### src/hw/icc_regs.svh
`ifndef ICC_REGS_SVH
`define ICC_REGS_SVH
`define ICC_CTRL_ADDR    8'h05
`define ICC_CTRL_RESET   8'h0f
`define ICC_ACK_BIT      7
`define ICC_SEL_BIT      6
`define ICC_IEN_BIT      5
`define ICC_PEND_BIT     4
`define ICC_PRE_MSB      3
`define ICC_PRE_LSB      0
`define ICC_DIV_FAST     10'd16
`define ICC_DIV_SLOW     10'd512
`endif

### src/hw/icc_pkg.sv
package icc_pkg;
   typedef logic [7:0] icc_byte_t;
   typedef logic [9:0] icc_cnt_t;
endpackage : icc_pkg

### src/hw/icc_clock_control.sv
`include "icc_regs.svh"
module icc_clock_control
   import icc_pkg::*;
(
   input  wire logic      clk_sys,
   input  wire logic      rstn,
   input  wire logic      reg_sel,
   input  wire logic      reg_wr,
   input  wire icc_byte_t reg_addr,
   input  wire icc_byte_t reg_wdata,
   output icc_byte_t      reg_rdata,
   input  wire logic      byte_done,
   output logic           ack_enable,
   output logic           bus_clock_base,
   output logic           scl_tick,
   output logic           irq
);
   // ************************************************
   // decode helpers
   // ************************************************
   // one address compare shared by the write strobe and the read mux
   function automatic logic ctrl_hit(input icc_byte_t addr);
      return addr == `ICC_CTRL_ADDR;
   endfunction : ctrl_hit

   function automatic logic [3:0] pre_field(input icc_byte_t val);
      return val[`ICC_PRE_MSB:`ICC_PRE_LSB];
   endfunction : pre_field

   // ************************************************
   // control register
   // ************************************************
   icc_byte_t ctrl_q, ctrl_d;
   logic      hit_wr;
   assign hit_wr = reg_sel && reg_wr && ctrl_hit(reg_addr);

   always_comb begin
      ctrl_d = ctrl_q;
      if (hit_wr) begin
         ctrl_d = reg_wdata;
         // writing 1 cannot create a request; only 0 clears it
         ctrl_d[`ICC_PEND_BIT] = ctrl_q[`ICC_PEND_BIT] & reg_wdata[`ICC_PEND_BIT];
      end
      if (byte_done) begin
         ctrl_d[`ICC_PEND_BIT] = 1'b1; // set wins over clear
      end
   end

   always_ff @(posedge clk_sys) begin
      if (!rstn) begin
         ctrl_q <= `ICC_CTRL_RESET;
      end else begin
         ctrl_q <= ctrl_d;
      end
   end

   always_comb begin
      reg_rdata = 8'h00;
      if (reg_sel && ctrl_hit(reg_addr)) begin
         reg_rdata = ctrl_q;
      end
   end

   assign ack_enable = ctrl_q[`ICC_ACK_BIT];
   assign irq        = ctrl_q[`ICC_PEND_BIT] & ctrl_q[`ICC_IEN_BIT];

   // ************************************************
   // clock dividers
   // ************************************************
   icc_cnt_t  base_cnt_q, base_cnt_d;
   logic [3:0] pre_cnt_q, pre_cnt_d;
   logic      base_q, base_d, tick_q, tick_d;
   icc_cnt_t  base_div;
   assign base_div = ctrl_q[`ICC_SEL_BIT] ? `ICC_DIV_SLOW : `ICC_DIV_FAST;

   always_comb begin
      base_cnt_d = base_cnt_q + 10'd1;
      base_d     = 1'b0;
      pre_cnt_d  = pre_cnt_q;
      tick_d     = 1'b0;
      // a shrunk divisor restarts the count rather than wrapping through 1023
      if (base_cnt_q >= base_div - 10'd1) begin
         base_cnt_d = 10'd0;
         base_d     = 1'b1;
         if (pre_cnt_q >= pre_field(ctrl_q)) begin
            pre_cnt_d = 4'h0;
            tick_d    = 1'b1;
         end else begin
            pre_cnt_d = pre_cnt_q + 4'h1;
         end
      end
   end

   always_ff @(posedge clk_sys) begin
      if (!rstn) begin
         base_cnt_q <= 10'd0;
         pre_cnt_q  <= 4'h0;
         base_q     <= 1'b0;
         tick_q     <= 1'b0;
      end else begin
         base_cnt_q <= base_cnt_d;
         pre_cnt_q  <= pre_cnt_d;
         base_q     <= base_d;
         tick_q     <= tick_d;
      end
   end

   assign bus_clock_base = base_q;
   assign scl_tick       = tick_q;

   // ************************************************
   // assertion helpers
   // ************************************************
   // counters stand in for long repetitions, which the tools would unroll
   icc_cnt_t   gap_q, gap_d;
   logic       gap_clean_q, gap_clean_d;
   logic [4:0] seen_q, seen_d;
   logic       seen_clean_q, seen_clean_d;

   always_comb begin
      gap_d        = gap_q;
      gap_clean_d  = gap_clean_q & ~hit_wr;
      seen_d       = seen_q;
      seen_clean_d = seen_clean_q & ~hit_wr;
      if (base_q) begin
         gap_d       = 10'h000;
         gap_clean_d = ~hit_wr;
      end else if (gap_q != 10'h3ff) begin
         gap_d = gap_q + 10'h001;
      end
      if (tick_q) begin
         seen_d       = 5'h00;
         seen_clean_d = ~hit_wr;
      end else if (base_q && (seen_q != 5'h1f)) begin
         seen_d = seen_q + 5'h01;
      end
   end

   always_ff @(posedge clk_sys) begin
      if (!rstn) begin
         gap_q        <= 10'h000;
         gap_clean_q  <= 1'b0;
         seen_q       <= 5'h00;
         seen_clean_q <= 1'b0;
      end else begin
         gap_q        <= gap_d;
         gap_clean_q  <= gap_clean_d;
         seen_q       <= seen_d;
         seen_clean_q <= seen_clean_d;
      end
   end
endmodule : icc_clock_control

### config.mk
export PLATFORM = sky130hd
export DESIGN_NAME = icc_clock_control
export DESIGN_NICKNAME = d
export VERILOG_FILES = /design/src/hw/icc_pkg.sv /design/src/hw/icc_clock_control.sv
export VERILOG_INCLUDE_DIRS = /design/src /design/src/hw
export SDC_FILE = /design/constraint.sdc
export NUM_CORES = 1
export LEC_CHECK = 0
export ABC_CLOCK_PERIOD_IN_PS = 3650
export BUFFER_PORTS_ARGS = -buffer_cell sky130_fd_sc_hd__buf_2
export CAP_MARGIN = 20
export CORE_ASPECT_RATIO = 1.2
export CORE_MARGIN = 2
export CORE_UTILIZATION = 40
export CTS_CLUSTER_SIZE = 20
export DETAILED_ROUTE_END_ITERATION = 10
export GPL_TIMING_DRIVEN = 0
export PLACE_DENSITY = 0.6
export SYNTH_ARGS = -nofsm -noshare
export SYNTH_HDL_FRONTEND = slang
export SYNTH_SLANG_ARGS = --single-unit
### constraint.sdc
create_clock -name clk_sys -period 3.65 [get_ports clk_sys]
set_input_delay 0.73 -clock clk_sys [delete_from_list [all_inputs] [get_ports clk_sys]]
set_output_delay 0.73 -clock clk_sys [all_outputs]
set_load 0.01 [all_outputs]
==> flow_summary.ini <==
[sta]
slew_viol_final = 0
relSlewSlack = 0.719
post-route-period-util = 0.717
rsz0062_at_grt = no
fmax_mhz = 382
hold_ws_ns = 0.455
tns_ns = 0
skew_ns = 0.00407
timing.final.crit_period_ns = 2.62
tightestPinTransition_ns = 0.422
setup_violations = 0
hold_viol_final = 0

[critical_path]
crit_required_ns = 2.92
path_max_fanout = 10
cp_slowest_stage_delay_ns = 0.29
setup.worst_path.class = in -> out
path_cells = buf_2 > nor4b_1 > and4b_1 > buf_4 > buf_4 > and2_1 > buf_2
cp.arrival_ns = 1.89
crit_slowest_cell = nor4b_1
cp-start-kind = input pin
end_kind = output pin

[cells_and_area]
syn_to_final_growth_pct = 18.1
num_antenna_cells = 0
final_nets = 208
drive_gt1_frac = 0.286
fill_cells = 307

[global_routing]
grt_max_degree = 14
grt_pass1_vias = 1015
gr-total-overflow = 0
grt_pass1_wl_um = 4280
antenna_found_initial = 0
track_usage = 0.144

[logic_synthesis]
ys.flop_type = dfxtp_1
syn_avg_cell_area_sq_um = 9.31
synth_fp_nets = 172
async_flop_share = 0
yosysUniqueCellTypes = 36
ys_ff_latch = 24
seq_area_frac_synth = 0.369
yosysWarnings = 0
syn_area_sq_um = 1300
synth_cells = 140
synth_edf_count = 0

[detailed_routing]
first_pass_iters = 3
viasPerCell = 4.94
wire_per_inst_um = 10.8
wl_um = 2290
drt_iter0_drc = 11
vias = 1043
drc = 0
ant_nets = 0

[worst_hold_path]
min_path_type = reg -> reg

[job]
max_cap_viol_count = 0

[floorplanning]
fp.dieArea_sq_um = 3730
rows = 22
fp.dieH_um = 66.5
io_pins = 33
die_w_um = 56.1
core_sq_um = 3080
start_util = 0.423

[pwr]
internal_power_mw = 0.342
switching_share = 0.226
power_density_nw_per_um2 = 287
peakVddDrop_uv = 136
p_leak_nw = 0.725
clockPowerShare = 0.331
power_switching_mw = 0.0997
combPwrFrac = 0.061
pwr-share-seq = 0.608

[placement]
dp_hpwl_um = 1850
port_buffers = 31
finalWeightedCongestion = 0.737

[clock_network]
clock-sinks = 24
post_cts_resized = 0
cts_buffers = 3
clkTransAtPathRegs_ns = 0.13
cts_tree = built
insertion_delay_ns = 0.32
htree_levels = 1
cts_root_buffer = clkbuf_4
cts_hold_buf = 0
cts.path.max_buffers = 2
cts_setup_buffers = 0

[outcome]
outcome = finished clean
## worst max-delay path, delay by kind of cell
kind,cells,cell delay [ns]
buffers and inverters,4,0.50
and+or+nand+nor,3,0.64
## synth_stat cells, types with 3 or more instances
cell type / number / area, sq um
dfxtp_1: 24 / 480
nand3_1: 18 / 90.1
nor2_1: 14 / 52.6
ha_1: 11 / 138
nand2_1: 10 / 37.5
and2_1: 9 / 56.3
inv_1: 8 / 30.0
xnor2_1: 5 / 43.8
o21ai_0: 4 / 20.0
a21boi_1: 3 / 22.5
nand4_1: 3 / 18.8
xor2_1: 3 / 26.3
## cell families after synthesis
family / share of synthesized area
xor gates and xnor gates: 0.0537
DFF: 0.369
AOI/OAI and AO/OA: 0.141
adders and majority gates: 0.106
buffers and inverters: 0.0547
and+or+nand+nor: 0.276
## registers in the layout (all words and copies together), names as in the netlist
name,cells
base_cnt_q,10
ctrl_q,8
pre_cnt_q,4
bus_clock_base,1
scl_tick,1
## path summary, 6_finish.rpt
path	from	end	slack [ns]	cells after the start
hold reg to reg	base_cnt_q[0]$_SDFF_PP0_	base_cnt_q[0]$_SDFF_PP0_	0.45	1
hold / removal	base_cnt_q[0]$_SDFF_PP0_	base_cnt_q[0]$_SDFF_PP0_	0.45	1
setup / recovery	reg_addr[5]	reg_rdata[1]	1.03	7
setup reg to reg	ctrl_q[6]$_SDFFE_PN0P_	scl_tick$_SDFF_PN0_	1.85	7
## stage by stage
| stage | instances | total power [mW] | instance area [sq um] | worst slack [ns] | util |
|---|---|---|---|---|---|
| after floorplan | 140 | 0.288 | 1300 | 1.32 | - |
| after detailed placement | 207 | 0.301 | 1500 | 1.02 | 0.488 |
| after CTS | 211 | 0.445 | 1540 | 1.02 | 0.500 |
| after global routing | 211 | 0.463 | 1540 | 0.880 | 0.500 |
| final | 211 | 0.441 | 1540 | 1.03 | 0.500 |
| after global placement | 207 | 0.300 | 1500 | 1.06 | 0.488 |
## layout make-up
class / count / area (sq um) / area share
plain buffers: 5 / 41.3 / 0.0268
multi-input cells: 103 / 752 / 0.488
well taps: 36 / 45.0 / 0.0292
repair buffers: 31 / 155 / 0.101
inverters: 8 / 30.0 / 0.0195
flip-flops and latches: 24 / 480 / 0.312
clock buffers: 4 / 36.3 / 0.0236
## power by group through the flow
stage	clock network [mW]	registers, mW	logic, mW
2_1_floorplan	0	0.273	0.0141
3_3_place_gp	0	0.274	0.0264
3_5_place_dp	0	0.274	0.0273
4_1_cts	0.149	0.268	0.0273
5_1_grt	0.163	0.269	0.0311
6_report	0.146	0.268	0.0269
## per-layer routing
layer | vias to the layer above | wire length [um] | track usage
li1 | 550 | - | -
met1 | 453 | 1130 | 0.191
met2 | 35 | 963 | 0.224
met3 | 5 | 146 | 0.0272
met4 | 0 | 51 | 0.0714
met5 | - | 0 | 0
## placed cells by master, fill, tap and decap left out, types with 4 or more instances in the layout
| master | count |
|---|---|
| xnor2_1 | 5 |
| dfxtp_1 | 24 |
| nand3_1 | 18 |
| nor2_1 | 14 |
| and2_1 | 9 |
| buf_2 | 31 |
| inv_1 | 8 |
| ha_1 | 11 |
| nand2_1 | 10 |
| o21ai_0 | 4 |
No activity file was read; power rests on OpenSTA's default activity.
